<file path="src/rtl/dcc_pkg.sv">
package dcc_pkg;
  localparam int unsigned ADDR_W = 12;
  localparam int unsigned DATA_W = 16;
  localparam int unsigned SL_DATA_W = 34;
  localparam int unsigned SL_ADDR_W = 10;
  localparam int unsigned SL_PAIRS = 5;
  localparam int unsigned PC_W = 11;
  localparam int unsigned DM_ADDR_W = 13;
  localparam int unsigned SLEW_W = 6;

  // register offsets
  localparam logic [11:0] CORE_CTL_ADDR = 12'h0a52;
  localparam logic [11:0] RAM_CFG_ADDR = 12'h0a53;
  localparam logic [11:0] SL_DATA_BASE = 12'h0810;
  localparam logic [11:0] SL_ADDR_BASE = 12'h0815;

  // core control field positions
  localparam int unsigned CTL_MUTED = 13;
  localparam int unsigned CTL_SLEW_MUTE = 12;
  localparam int unsigned CTL_RSVD_ZERO = 11;
  localparam int unsigned CTL_OUT_LATCH = 10;
  localparam int unsigned CTL_CLEAR_N = 9;
  localparam int unsigned CTL_MULT_ZERO = 8;
  localparam int unsigned CTL_DM_INIT = 7;
  localparam int unsigned CTL_IN_ZERO = 6;
  localparam int unsigned CTL_SL_TARGET = 5;
  localparam int unsigned CTL_SL_PARAM = 4;
  localparam int unsigned CTL_SYNC_LSB = 2;
  localparam int unsigned CTL_LEN_LSB = 0;

  // reset values, and the largest valid RAM configuration code
  localparam logic [15:0] CORE_CTL_RESET = 16'h0000;
  localparam logic [3:0] RAM_CFG_RESET = 4'hc;
  localparam logic [3:0] RAM_CFG_MAX = 4'hc;

  // program lengths in steps
  localparam logic [10:0] LEN_1536 = 11'h0600;
  localparam logic [10:0] LEN_768 = 11'h0300;
  localparam logic [10:0] LEN_384 = 11'h0180;
  localparam logic [10:0] LEN_192 = 11'h00c0;

  localparam logic [12:0] DM_WORDS = 13'h1800;
  localparam logic [5:0] SLEW_LAST = 6'h3f;
  localparam int unsigned MOD_UNIT_LSB = 9;
endpackage

</file>
<file path="src/rtl/dcc_pin_sync.sv">
`timescale 1ns/1ps
`default_nettype none
module dcc_pin_sync (
  input wire logic i_core_clk,
  input wire logic i_rst_n,
  input wire logic i_pin,
  output logic o_level,
  output logic o_rise
);
  logic s1;
  logic s2;
  logic s3;

  always_ff @(posedge i_core_clk or negedge i_rst_n) begin
    if (!i_rst_n) begin
      s1 <= 1'b0;
      s2 <= 1'b0;
      s3 <= 1'b0;
    end else begin
      s1 <= i_pin;
      s2 <= s1;
      s3 <= s2;
    end
  end

  // a change counts only once the second and third stages agree
  always_ff @(posedge i_core_clk or negedge i_rst_n) begin
    if (!i_rst_n) begin
      o_level <= 1'b0;
      o_rise <= 1'b0;
    end else begin
      o_rise <= (s2 == s3) && s3 && !o_level;
      if (s2 == s3) begin
        o_level <= s3;
      end
    end
  end
endmodule
`default_nettype wire

</file>
<file path="src/rtl/dcc_mod_addr.sv">
`timescale 1ns/1ps
`default_nettype none
module dcc_mod_addr (
  input wire logic i_core_clk,
  input wire logic i_rst_n,
  input wire logic [3:0] i_cfg,
  input wire logic i_frame,
  input wire logic [12:0] i_base,
  output logic [12:0] o_addr
);
  logic [3:0] cfg_eff;
  logic [12:0] size;
  logic [12:0] offset;
  logic [13:0] sum;
  logic [13:0] wrapped;

  // codes above the largest valid one are treated as full modulo memory
  assign cfg_eff = (i_cfg > dcc_pkg::RAM_CFG_MAX) ? dcc_pkg::RAM_CFG_MAX : i_cfg;
  assign size = {cfg_eff, 9'h000};
  assign sum = {1'b0, i_base} + {1'b0, offset};
  assign wrapped = (sum >= {1'b0, size}) ? sum - {1'b0, size} : sum;

  // offset steps once per audio frame and stays inside the region
  always_ff @(posedge i_core_clk or negedge i_rst_n) begin
    if (!i_rst_n) begin
      offset <= 13'h0000;
    end else if (size == 13'h0000 || offset >= size) begin
      offset <= 13'h0000;
    end else if (i_frame) begin
      offset <= (offset + 13'h0001 >= size) ? 13'h0000 : offset + 13'h0001;
    end
  end

  always_ff @(posedge i_core_clk or negedge i_rst_n) begin
    if (!i_rst_n) begin
      o_addr <= 13'h0000;
    end else if (i_base < size) begin
      o_addr <= wrapped[12:0];
    end else begin
      o_addr <= i_base;
    end
  end
endmodule
`default_nettype wire

</file>
<file path="src/rtl/dcc_core.sv">
`timescale 1ns/1ps
`default_nettype none
module dcc_core (
  input wire logic i_core_clk,
  input wire logic i_rst_n,
  input wire logic i_reg_wr,
  input wire logic i_reg_rd,
  input wire logic [11:0] i_reg_addr,
  input wire logic [33:0] i_reg_wdata,
  output logic [15:0] o_reg_rdata,
  output logic o_reg_rvalid,
  input wire logic i_in_lrclk,
  input wire logic i_out_lrclk,
  output logic [10:0] o_pc,
  output logic o_frame_start,
  output logic o_prog_end,
  output logic o_out_latch,
  output logic o_core_clear_n,
  output logic o_mult_zero,
  output logic o_in_port_zero,
  input wire logic [12:0] i_dm_base,
  output logic [12:0] o_dm_addr,
  output logic o_dm_fill_we,
  output logic [12:0] o_dm_fill_addr,
  output logic o_slew_we,
  output logic [5:0] o_slew_idx,
  output logic o_slew_zero,
  output logic o_sl_we,
  output logic o_sl_to_target,
  output logic [9:0] o_sl_addr,
  output logic [33:0] o_sl_data
);
  typedef enum logic [1:0] {SL_IDLE, SL_SEND} dcc_sl_state_t;

  logic [15:0] ctl;
  logic [3:0] ram_cfg;
  logic muted, wr_ctl, rd_ctl;
  logic in_rise, out_rise, sync_pulse;
  logic [2:0] sync_cnt, sync_mask;
  logic [10:0] prog_len;
  logic running, fill_busy, fill_done;
  logic slew_busy, slew_state, slew_done;
  logic [33:0] sl_data [dcc_pkg::SL_PAIRS];
  logic [9:0] sl_addr [dcc_pkg::SL_PAIRS];
  logic [4:0] sl_written;
  logic [4:0] sl_wr_hit;
  dcc_sl_state_t sl_state;
  logic [2:0] sl_idx;
  logic sl_target, sl_done;

  assign wr_ctl = i_reg_wr && (i_reg_addr == dcc_pkg::CORE_CTL_ADDR);
  assign rd_ctl = i_reg_rd && (i_reg_addr == dcc_pkg::CORE_CTL_ADDR);

  dcc_pin_sync u_in_sync (
    .i_core_clk(i_core_clk),
    .i_rst_n(i_rst_n),
    .i_pin(i_in_lrclk),
    .o_level(),
    .o_rise(in_rise)
  );

  dcc_pin_sync u_out_sync (
    .i_core_clk(i_core_clk),
    .i_rst_n(i_rst_n),
    .i_pin(i_out_lrclk),
    .o_level(),
    .o_rise(out_rise)
  );

  // control register; hardware clears of self-clearing bits lose to a host write
  always_ff @(posedge i_core_clk or negedge i_rst_n) begin
    if (!i_rst_n) begin
      ctl <= dcc_pkg::CORE_CTL_RESET;
    end else if (wr_ctl) begin
      ctl <= i_reg_wdata[15:0];
      ctl[15:13] <= 3'b000;
      ctl[dcc_pkg::CTL_RSVD_ZERO] <= 1'b0;
    end else begin
      if (fill_done) begin
        ctl[dcc_pkg::CTL_DM_INIT] <= 1'b0;
      end
      if (sl_done && sl_target) begin
        ctl[dcc_pkg::CTL_SL_TARGET] <= 1'b0;
      end
      if (sl_done && !sl_target) begin
        ctl[dcc_pkg::CTL_SL_PARAM] <= 1'b0;
      end
    end
  end

  always_ff @(posedge i_core_clk or negedge i_rst_n) begin
    if (!i_rst_n) begin
      ram_cfg <= dcc_pkg::RAM_CFG_RESET;
    end else if (i_reg_wr && i_reg_addr == dcc_pkg::RAM_CFG_ADDR) begin
      ram_cfg <= i_reg_wdata[3:0];
    end
  end

  // sticky muted flag; a completion in the read cycle survives the read
  always_ff @(posedge i_core_clk or negedge i_rst_n) begin
    if (!i_rst_n) begin
      muted <= 1'b0;
    end else if (slew_done) begin
      muted <= 1'b1;
    end else if (rd_ctl) begin
      muted <= 1'b0;
    end
  end

  always_ff @(posedge i_core_clk or negedge i_rst_n) begin
    if (!i_rst_n) begin
      o_reg_rdata <= 16'h0000;
      o_reg_rvalid <= 1'b0;
    end else begin
      o_reg_rvalid <= i_reg_rd;
      if (rd_ctl) begin
        o_reg_rdata <= {2'b00, muted, ctl[12:0]};
      end else if (i_reg_rd && i_reg_addr == dcc_pkg::RAM_CFG_ADDR) begin
        o_reg_rdata <= {12'h000, ram_cfg};
      end else if (i_reg_rd) begin
        o_reg_rdata <= 16'h0000;
      end
    end
  end

  // static controls, straight from the register
  assign o_core_clear_n = ctl[dcc_pkg::CTL_CLEAR_N];
  assign o_mult_zero = ctl[dcc_pkg::CTL_MULT_ZERO];
  assign o_in_port_zero = ctl[dcc_pkg::CTL_IN_ZERO];

  // frame sync: input LRCLK rising edges divided by 1, 2, 4 or 8
  always_comb begin
    unique case (ctl[3:2])
      2'b00: sync_mask = 3'b000;
      2'b01: sync_mask = 3'b001;
      2'b10: sync_mask = 3'b011;
      2'b11: sync_mask = 3'b111;
    endcase
  end

  assign sync_pulse = in_rise && ((sync_cnt & sync_mask) == 3'b000);

  always_ff @(posedge i_core_clk or negedge i_rst_n) begin
    if (!i_rst_n) begin
      sync_cnt <= 3'b000;
    end else if (in_rise) begin
      sync_cnt <= sync_cnt + 3'b001;
    end
  end

  always_comb begin
    unique case (ctl[1:0])
      2'b00: prog_len = dcc_pkg::LEN_1536;
      2'b01: prog_len = dcc_pkg::LEN_768;
      2'b10: prog_len = dcc_pkg::LEN_384;
      2'b11: prog_len = dcc_pkg::LEN_192;
    endcase
  end

  // program counter restarts on every frame sync and idles after the last step
  always_ff @(posedge i_core_clk or negedge i_rst_n) begin
    if (!i_rst_n) begin
      o_pc <= 11'h000;
      running <= 1'b0;
      o_frame_start <= 1'b0;
      o_prog_end <= 1'b0;
    end else begin
      o_frame_start <= sync_pulse;
      o_prog_end <= 1'b0;
      if (sync_pulse) begin
        o_pc <= 11'h000;
        running <= 1'b1;
      end else if (running && o_pc >= prog_len - 11'h001) begin
        running <= 1'b0;
        o_prog_end <= 1'b1;
      end else if (running) begin
        o_pc <= o_pc + 11'h001;
      end
    end
  end

  always_ff @(posedge i_core_clk or negedge i_rst_n) begin
    if (!i_rst_n) begin
      o_out_latch <= 1'b0;
    end else if (ctl[dcc_pkg::CTL_OUT_LATCH]) begin
      o_out_latch <= out_rise;
    end else begin
      o_out_latch <= running && o_pc >= prog_len - 11'h001;
    end
  end

  dcc_mod_addr u_mod (
    .i_core_clk(i_core_clk),
    .i_rst_n(i_rst_n),
    .i_cfg(ram_cfg),
    .i_frame(sync_pulse),
    .i_base(i_dm_base),
    .o_addr(o_dm_addr)
  );

  // data memory zero fill, one word per cycle
  assign fill_done = fill_busy && o_dm_fill_addr == dcc_pkg::DM_WORDS - 13'h0001;

  always_ff @(posedge i_core_clk or negedge i_rst_n) begin
    if (!i_rst_n) begin
      fill_busy <= 1'b0;
      o_dm_fill_we <= 1'b0;
      o_dm_fill_addr <= 13'h0000;
    end else if (fill_busy) begin
      if (fill_done) begin
        fill_busy <= 1'b0;
        o_dm_fill_we <= 1'b0;
      end else begin
        o_dm_fill_addr <= o_dm_fill_addr + 13'h0001;
      end
    end else if (ctl[dcc_pkg::CTL_DM_INIT] && !wr_ctl) begin
      fill_busy <= 1'b1;
      o_dm_fill_we <= 1'b1;
      o_dm_fill_addr <= 13'h0000;
    end
  end

  // slew walk: on a change of bit 12 every entry gets its data zeroed or restored;
  // the entry's ramp settings are left alone so the ramp shape is kept
  assign slew_done = slew_busy && o_slew_idx == dcc_pkg::SLEW_LAST && o_slew_zero;

  always_ff @(posedge i_core_clk or negedge i_rst_n) begin
    if (!i_rst_n) begin
      slew_busy <= 1'b0;
      slew_state <= 1'b0;
      o_slew_we <= 1'b0;
      o_slew_idx <= 6'h00;
      o_slew_zero <= 1'b0;
    end else if (slew_busy) begin
      if (o_slew_idx == dcc_pkg::SLEW_LAST) begin
        slew_busy <= 1'b0;
        o_slew_we <= 1'b0;
      end else begin
        o_slew_idx <= o_slew_idx + 6'h01;
      end
    end else if (ctl[dcc_pkg::CTL_SLEW_MUTE] != slew_state) begin
      slew_state <= ctl[dcc_pkg::CTL_SLEW_MUTE];
      slew_busy <= 1'b1;
      o_slew_we <= 1'b1;
      o_slew_idx <= 6'h00;
      o_slew_zero <= ctl[dcc_pkg::CTL_SLEW_MUTE];
    end
  end

  // safeload pairs; a new write beats the clear at the end of a transfer
  genvar g;
  generate
    for (g = 0; g < dcc_pkg::SL_PAIRS; g++) begin : g_pair
      always_ff @(posedge i_core_clk or negedge i_rst_n) begin
        if (!i_rst_n) begin
          sl_data[g] <= 34'h0_0000_0000;
          sl_addr[g] <= 10'h000;
          sl_written[g] <= 1'b0;
        end else begin
          if (i_reg_wr && i_reg_addr == dcc_pkg::SL_DATA_BASE + 12'(g)) begin
            sl_data[g] <= i_reg_wdata;
          end
          if (sl_wr_hit[g]) begin
            sl_addr[g] <= i_reg_wdata[9:0];
            sl_written[g] <= 1'b1;
          end else if (sl_done) begin
            sl_written[g] <= 1'b0;
          end
        end
      end
      assign sl_wr_hit[g] = i_reg_wr && i_reg_addr == dcc_pkg::SL_ADDR_BASE + 12'(g);
    end
  endgenerate

  // transfer starts at the next frame sync, so it lands within one frame
  assign sl_done = sl_state == SL_SEND && sl_idx == 3'(dcc_pkg::SL_PAIRS - 1);

  always_ff @(posedge i_core_clk or negedge i_rst_n) begin
    if (!i_rst_n) begin
      sl_state <= SL_IDLE;
      sl_idx <= 3'b000;
      sl_target <= 1'b0;
      o_sl_we <= 1'b0;
      o_sl_to_target <= 1'b0;
      o_sl_addr <= 10'h000;
      o_sl_data <= 34'h0_0000_0000;
    end else begin
      o_sl_we <= 1'b0;
      unique case (sl_state)
        SL_IDLE: begin
          sl_idx <= 3'b000;
          if (sync_pulse && (ctl[dcc_pkg::CTL_SL_TARGET] || ctl[dcc_pkg::CTL_SL_PARAM])) begin
            sl_state <= SL_SEND;
            sl_target <= ctl[dcc_pkg::CTL_SL_TARGET];
          end
        end
        SL_SEND: begin
          o_sl_we <= sl_written[sl_idx];
          o_sl_to_target <= sl_target;
          o_sl_addr <= sl_addr[sl_idx];
          o_sl_data <= sl_data[sl_idx];
          sl_idx <= sl_idx + 3'b001;
          if (sl_done) begin
            sl_state <= SL_IDLE;
          end
        end
        default: sl_state <= SL_IDLE;
      endcase
    end
  end
endmodule
`default_nettype wire

</file>
<file path="config.mk">
export PLATFORM = sky130hd
export DESIGN_NAME = dcc_core
export DESIGN_NICKNAME = d
export VERILOG_FILES = /design/src/rtl/dcc_pkg.sv /design/src/rtl/dcc_pin_sync.sv /design/src/rtl/dcc_mod_addr.sv /design/src/rtl/dcc_core.sv
export SDC_FILE = /design/constraint.sdc
export NUM_CORES = 1
export LEC_CHECK = 0
export BUFFER_PORTS_ARGS = -buffer_cell sky130_fd_sc_hd__buf_2
export CORE_AREA = 2 2 199 201
export DETAILED_ROUTE_END_ITERATION = 10
export DIE_AREA = 0 0 201 203
export GPL_TIMING_DRIVEN = 0
export MAX_ROUTING_LAYER = met4
export PLACE_DENSITY_LB_ADDON = 0.25
export SLEW_MARGIN = 30
export SYNTH_ARGS = -nofsm -noshare
export SYNTH_HDL_FRONTEND = slang
export SYNTH_SLANG_ARGS = --single-unit
</file>
<file path="constraint.sdc">
create_clock -name i_core_clk -period 7.13 [get_ports i_core_clk]
set_clock_uncertainty 0.15 [all_clocks]
set_input_delay 0.713 -clock i_core_clk [delete_from_list [all_inputs] [get_ports i_core_clk]]
set_output_delay 0.713 -clock i_core_clk [all_outputs]
set_load 0.005 [all_outputs]
</file>
### After elaboration in Yosys (flattened, before gate mapping)

Index checks and enable logic that the tools add are counted.
W data, S select, Z words.

* mux-type cells: 62
* bitwise operators: 3
* $add $sub $neg: 9
* reduce and logical (&&, ||, !) cells: 63
* $lt $le $gt $ge: 8
* equality and inequality tests: 32

Operators by type and width (count)
* $eq A12 B12 Y1 const B: 12
* $mux W13: 8
* $bmux W34 S3: 1
* $mux W34: 2
* $mux W16: 3
* $pmux W11 S4: 1
* $mux W11: 3
* $bmux W10 S3: 1
* $mux W1: 30
* $reduce_bool A2 Y1: 15
* $logic_and A1 B1 Y1: 28
* $add A13 B1 Y13 const B: 2
* $ge A13 B13 Y1: 2
* $mux W10: 2
* $mux W6: 3
* $reduce_and A2 Y1: 8
* $add A13 B13 Y14: 1
* $ge A14 B13 Y1: 1
* $eq A13 B13 Y1 const B: 1
* $logic_not A13 Y1: 1
* $lt A13 B13 Y1: 1
* $sub A13 B13 Y13: 1
* $pmux W3 S4: 1
* $add A11 B1 Y11 const B: 1
* 28 further kinds: 48

* output and inout bits: 115
* input bits: 65
* bits in registers: 389

### Depth between registers and ports, before layout

* depth after elaboration: 8
* mapped depth: 15

### By module

A second synthesis with hierarchy kept.

* cell total of the unflattened synthesis: 1388
* area, all modules: 17854.6 µm²

By module, submodules not included
* dcc_core: instances 1, cells each 1085, area an instance 15127.0 µm²
* dcc_mod_addr: instances 1, cells each 287, area an instance 2409.8 µm²
* dcc_pin_sync: instances 2, cells each 8, area an instance 158.9 µm²

### Least setup slack after synthesis

OpenSTA, ideal clock, no wires.

* path type: input port to flip-flop
* start point: input i_dm_base[0]
* end point: register u_mod.o_addr[9]
* stages: 15
* library setup time: 0.116 ns
* setup slack: 3.127 ns
* path buffers: 0
* arrival: 3.738 ns
* path through: ha_1 -> inv_1 -> fa_1 -> nand2b_1 -> a21o_1 -> a21oi_1 -> nand2_1 -> a211o_1 -> ha_1 -> nor2b_1 -> o21ai_0 -> nand2b_1 -> a211o_1 -> or4_1 -> o311ai_0

* cells in the longest elaborated chain, start to end: 4
* elaborated cells between the ends (all ways): 6

RTL lines
* from (decl): RTL line dcc_core.sv:21 `input wire logic [12:0] i_dm_base,`
* $add A13 B13 Y14: RTL line dcc_mod_addr.sv:20 `assign sum = {1'b0, i_base} + {1'b0, offset};`
* $sub A13 B13 Y13 / $ge A14 B13 Y1 (equally long branches): RTL line dcc_mod_addr.sv:21 `assign wrapped = (sum >= {1'b0, size}) ? sum - {1'b0, size} : sum;`
* $mux W13: RTL line dcc_mod_addr.sv:21
* $mux W13 *: RTL line dcc_mod_addr.sv:37 `end else if (i_base < size) begin`
* to (signal assigned): RTL line dcc_mod_addr.sv:38 `o_addr <= wrapped[12:0];`
* to (signal assigned): RTL line dcc_mod_addr.sv:40 `o_addr <= i_base;`
* to (decl): RTL line dcc_mod_addr.sv:9 `output logic [12:0] o_addr`

Every way passes the cells marked *; elsewhere a longest branch is shown, timed or not.
A chain may end at the register's enable or synchronous reset.

### Worst setup path in the final report

* start point: register u_mod.offset[0]
* end point: register u_mod.o_addr[9]

* cells in the longest elaborated chain, start to end: 4
* elaborated cells between the ends (all ways): 5

RTL lines
* from (decl): RTL line dcc_mod_addr.sv:13 `logic [12:0] offset;`
* from (signal assigned): RTL line dcc_mod_addr.sv:30 `offset <= (offset + 13'h0001 >= size) ? 13'h0000 : offset + 13'h0001;`
* $add A13 B13 Y14 *: RTL line dcc_mod_addr.sv:20
* $sub A13 B13 Y13 / $ge A14 B13 Y1 (equally long branches): RTL line dcc_mod_addr.sv:21
* $mux W13 *: RTL line dcc_mod_addr.sv:21
* $mux W13 *: RTL line dcc_mod_addr.sv:37

Marked as above.

==> impl_table.tex <==
\begin{tabular}{lr}
\hline
Metric & Value \\
\hline
\multicolumn{2}{l}{\textbf{Run status}} \\
Status & completed \\
\multicolumn{2}{l}{\textbf{Floorplan}} \\
Die Width & between 200 and 250 um \\
Effective utilization at floorplan & 46.5\% \\
Core area & slightly below 40000 sq um \\
Die ar. & 40800 sq um \\
Number of top-level design ports & 180 \\
Height of the chip & 203 um \\
Cell row count & 72 \\
\multicolumn{2}{l}{\textbf{Routing}} \\
Average detailed-routed wire length per instance & 19.8 um \\
DRT antenna net count & 0 \\
DR vias & 12123 \\
DRC marker count from the first detailed-route iteration & 609 \\
Via density & $\sim$5.6 \\
Initial DRT Pass Iterations & 7 \\
Post-detailed-route DRC marker count & 0 \\
Total wire length & between 40000 and 50000 um \\
\multicolumn{2}{l}{\textbf{Yosys}} \\
Share of the yosys chip area belonging to registers & between 50\% and 60\% \\
Yosys reg bits & 385 \\
Cell type contributing the most total cell area after synthesis & dfrtp\_1 \\
Asr flop ratio synth & 100\% \\
Mean cell area of the mapped netlist & 12.8 sq um \\
Post-synthesis cell count & 1402 \\
Portion of netlist area occupied by mux cells & 21.4\% \\
Main synth FF type & dfrtp\_1 \\
EDFF count, synth & 0 \\
Number of warnings printed during yosys synthesis & 0 \\
Share of the synthesized netlist area taken by xor and xnor gates & 1.86\% \\
Top area cells in the synthesized netlist & dfrtp\_1, mux2\_2, mux4\_2, nor2\_1, ha\_1 \\
Main combinational cell family by area after synthesis & multiplexers \\
Synth Area in Compound Gates & 7.34\% \\
Post-synthesis cell type count & just over 70 \\
Fraction of post-synthesis cell area in the top cell type by area & a little over half \\
Synth Area in Adders & 3.23\% \\
Post-synthesis share of cell area spent on and, or, nand and nor gates & between 9 and 10\% \\
Total standard cell area after synthesis & approximately 18000 sq um \\
\multicolumn{2}{l}{\textbf{STA}} \\
Count of final hold-check violations & 0 \\
Highest achievable clock rate & 0.208 GHz \\
Number of setup violations in the final report & 0 \\
Max-slew headroom & between 40 and 50\% \\
Transition time of the tightest slew-check pin & 0.843 ns \\
Portion of the clock cycle consumed by the worst path in the final layout & 67.5\% \\
Setup total negative slack & 0 ns \\
Final period demand of the worst path & just under 5 ns \\
RSZ-0062 raised after global routing & no \\
Count of pins over their slew limit & 0 \\
\multicolumn{2}{l}{\textbf{Clocking}} \\
CTS tree & done \\
Bufs on Longest Clock Path & 3 \\
Total setup buffers inserted after CTS & 0 \\
Clock latency on the worst-skew pair & 0.57 ns \\
CTS H-Tree Depth & 2 \\
Count of instances resized after the clock tree is built & 0 \\
TritonCTS sink count & $\sim$390 \\
Number of buffers inserted for hold repair after clock tree synthesis & 1 \\
Clock buffer count from CTS & between 40 and 50 \\
CTS clock-pin slew for the worst setup and hold paths & 0.06 ns \\
CTS root buffer & clkbuf\_16 \\
\multicolumn{2}{l}{\textbf{Global route}} \\
Most heavily used metal layer in global routing & met2 \\
Global-route wire length before repair & 70100 um \\
Total routing resource utilization after global routing & approximately 22\% \\
Number of global-route vias before repair & 12431 \\
Maximum number of pins on one net before global-route repair & 86 \\
Met3 Resource Use GR & 3.23\% \\
Total overflow reported by the global router & 0 \\
GRT met1 Usage & about a third \\
Initial antenna violation count & 1 \\
Global-route track usage on met2 & around a third \\
\multicolumn{2}{l}{\textbf{Worst setup path}} \\
Register-to-register setup slack & $\sim$2.3 ns \\
Capture point of the worst reg-to-reg path & u\_mod.o\_addr[9] \\
WP data required & 7.35 ns \\
Crit path max fanout & 6 \\
Worst Setup End Kind & flip-flop \\
Crit start category & flip-flop \\
Origin of the critical flop-to-flop path & u\_mod.offset[0] \\
Worst Reg-to-Reg Cells & 15 \\
Worst setup path category & reg2reg \\
CP Data Arrival Time & 5.03 ns \\
\multicolumn{2}{l}{\textbf{Cells and area}} \\
Share of layout cells above drive strength 1 & 34.8\% \\
FILL cells & 3335 \\
Most common cell after layout, fill and taps aside & dfrtp\_1 \\
Relative area change from synthesis to final layout & 17.2\% \\
Commonest non-fill, non-tap cells in the layout & dfrtp\_1, mux2\_2, buf\_2, nor2\_1, nand2\_1 \\
Number of nets in the finished design & 1738 \\
Number of standard cells in the layout, taps in and fillers out & 2179 \\
\multicolumn{2}{l}{\textbf{Min path}} \\
Depth of the worst hold-timing path & 1 \\
Hold path start & i\_in\_lrclk \\
Worst min-delay path class & in2reg \\
Hold-critical path endpoint & u\_in\_sync.s1 \\
\multicolumn{2}{l}{\textbf{Place}} \\
Count of buffers inserted at the top-level ports & 176 \\
Instance count after placement with tap cells included & 2102 \\
Sum of net half-perimeters after detailed placement & 29800 um \\
RD Place Congestion & 0.848 \\
\multicolumn{2}{l}{\textbf{Run}} \\
Reported max-cap violation count & 0 \\
\multicolumn{2}{l}{\textbf{Pwr}} \\
Leakage component of the power & a little over 10 nW \\
Power per cell area & 250 nW/um\^{}2 \\
Maximum resistive drop on vdd & 0.000194 V \\
\hline
\end{tabular}
-- sequential cells by signal, summed over array words and instances (netlist names), 4 cells and up --
| signal | cells |
|---|---|
| o_dm_fill_addr | 13 |
| ctl | 12 |
| o_sl_addr | 10 |
| sl_data | 170 |
| o_sl_data | 34 |
| u_mod.offset | 13 |
| o_reg_rdata | 13 |
| ram_cfg | 4 |
| u_mod.o_addr | 13 |
| sl_addr | 50 |
| o_slew_idx | 6 |
| o_pc | 11 |
| sl_written | 5 |
-- area by class of cell --
class	count	area (sq um)	area share, %
buffer	79	404	1.93
clock buffer	63	1260	6.01
multi-input combinational	903	7740	36.9
timing repair buffer	181	1010	4.82
clock inverter	12	139	0.662
inverter	37	139	0.662
tap	518	648	3.09
antenna	1	2.50	0.0119
sequential	385	9640	45.9
-- report_power, final --
| group | leakage, nW | internal [mW] | switching [mW] |
|---|---|---|---|
| Clock | 0.693 | 1.30 | 0.888 |
| Sequential | 5.22 | 2.36 | 0.135 |
| Combinational | 4.40 | 0.261 | 0.308 |
| Total | 10.3 | 3.92 | 1.33 |
-- worst max path at each step --
stage               startpoint               to  slack, ns  depth (start not counted)
6_report       u_mod.offset[0]  u_mod.o_addr[9]       2.32                         15
3_3_place_gp           i_rst_n    o_sl_data[29]      -2.33                          1
5_1_grt        u_mod.offset[0]  u_mod.o_addr[9]       2.08                         15
4_1_cts        u_mod.offset[0]  u_mod.o_addr[9]       2.43                         15
2_1_floorplan     i_dm_base[0]  u_mod.o_addr[9]       3.13                         15
3_5_place_dp      i_dm_base[0]  u_mod.o_addr[9]       2.09                         16
-- worst max-delay path: stages, from the launching register on --
cell      delay [ns]
dfrtp_1         0.43
ha_1            0.23
inv_1           0.06
fa_1            0.39
nand2b_1        0.20
a21o_1          0.21
a21oi_1         0.25
nand2_1         0.10
a211o_1         0.30
ha_1            0.30
nand4_1         0.15
nor4b_1         0.30
nand3_1         0.14
o41ai_2         0.59
nor2_1          0.13
o311ai_0        0.70
-- layer usage --
layer | part of all wire [%] | vias to the layer above | routed length [um]
met5 | 0 | - | 0
met4 | 1.9 | 0 | 814
met3 | 4.3 | 55 | 1850
met2 | 47 | 262 | 20300
met1 | 47 | 6262 | 20300
li1 | - | 5544 | -
-- through the flow --
stage / setup WS, ns / hold slack (ns) / utilization, % / instance area, sq um / power [mW]
3_3_place_gp: -2.33 / 0.185 / 50.5 / 19400 / 3.09
6_report: 2.32 / 0.117 / 54.5 / 21000 / 5.25
2_1_floorplan: 3.13 / 0.181 / - / 17900 / 2.78
5_1_grt: 2.08 / 0.0927 / 54.5 / 21000 / 5.51
3_5_place_dp: 2.09 / 0.188 / 50.9 / 19600 / 3.12
4_1_cts: 2.43 / 0.0844 / 54.5 / 21000 / 5.32
-- synthesized netlist by cell type (7+ instances only) --
master / count
dfrtp_1: 383
mux2_2: 208
nor2_1: 144
nand2_1: 66
clkbuf_1: 47
mux4_2: 45
a221oi_1: 44
ha_1: 43
nand3_1: 37
o21ai_0: 37
inv_1: 36
a21oi_1: 30
mux2_4: 30
xnor2_1: 20
xor2_1: 18
a21o_1: 16
nor3_1: 15
buf_2: 11
nand2b_1: 11
nand4_1: 11
or3_1: 11
buf_4: 9
a22oi_1: 8
buf_1: 8
a211oi_1: 7
o21a_1: 7
-- logic make-up (layout without fill, tap and decap cells) --
| kind of cell | Yosys count | in the layout |
|---|---|---|
| other | 1 | 4 |
| buffers and inverters | 116 | 372 |
| AND/OR/NAND/NOR | 347 | 347 |
| XOR/XNOR | 38 | 38 |
| AO/OA/AOI/OAI | 185 | 185 |
| adder cells (fa/ha/maj) | 45 | 45 |
| flip-flops | 385 | 385 |
| multiplexers | 285 | 285 |
Note: power is estimated with default switching activity, not from simulation.
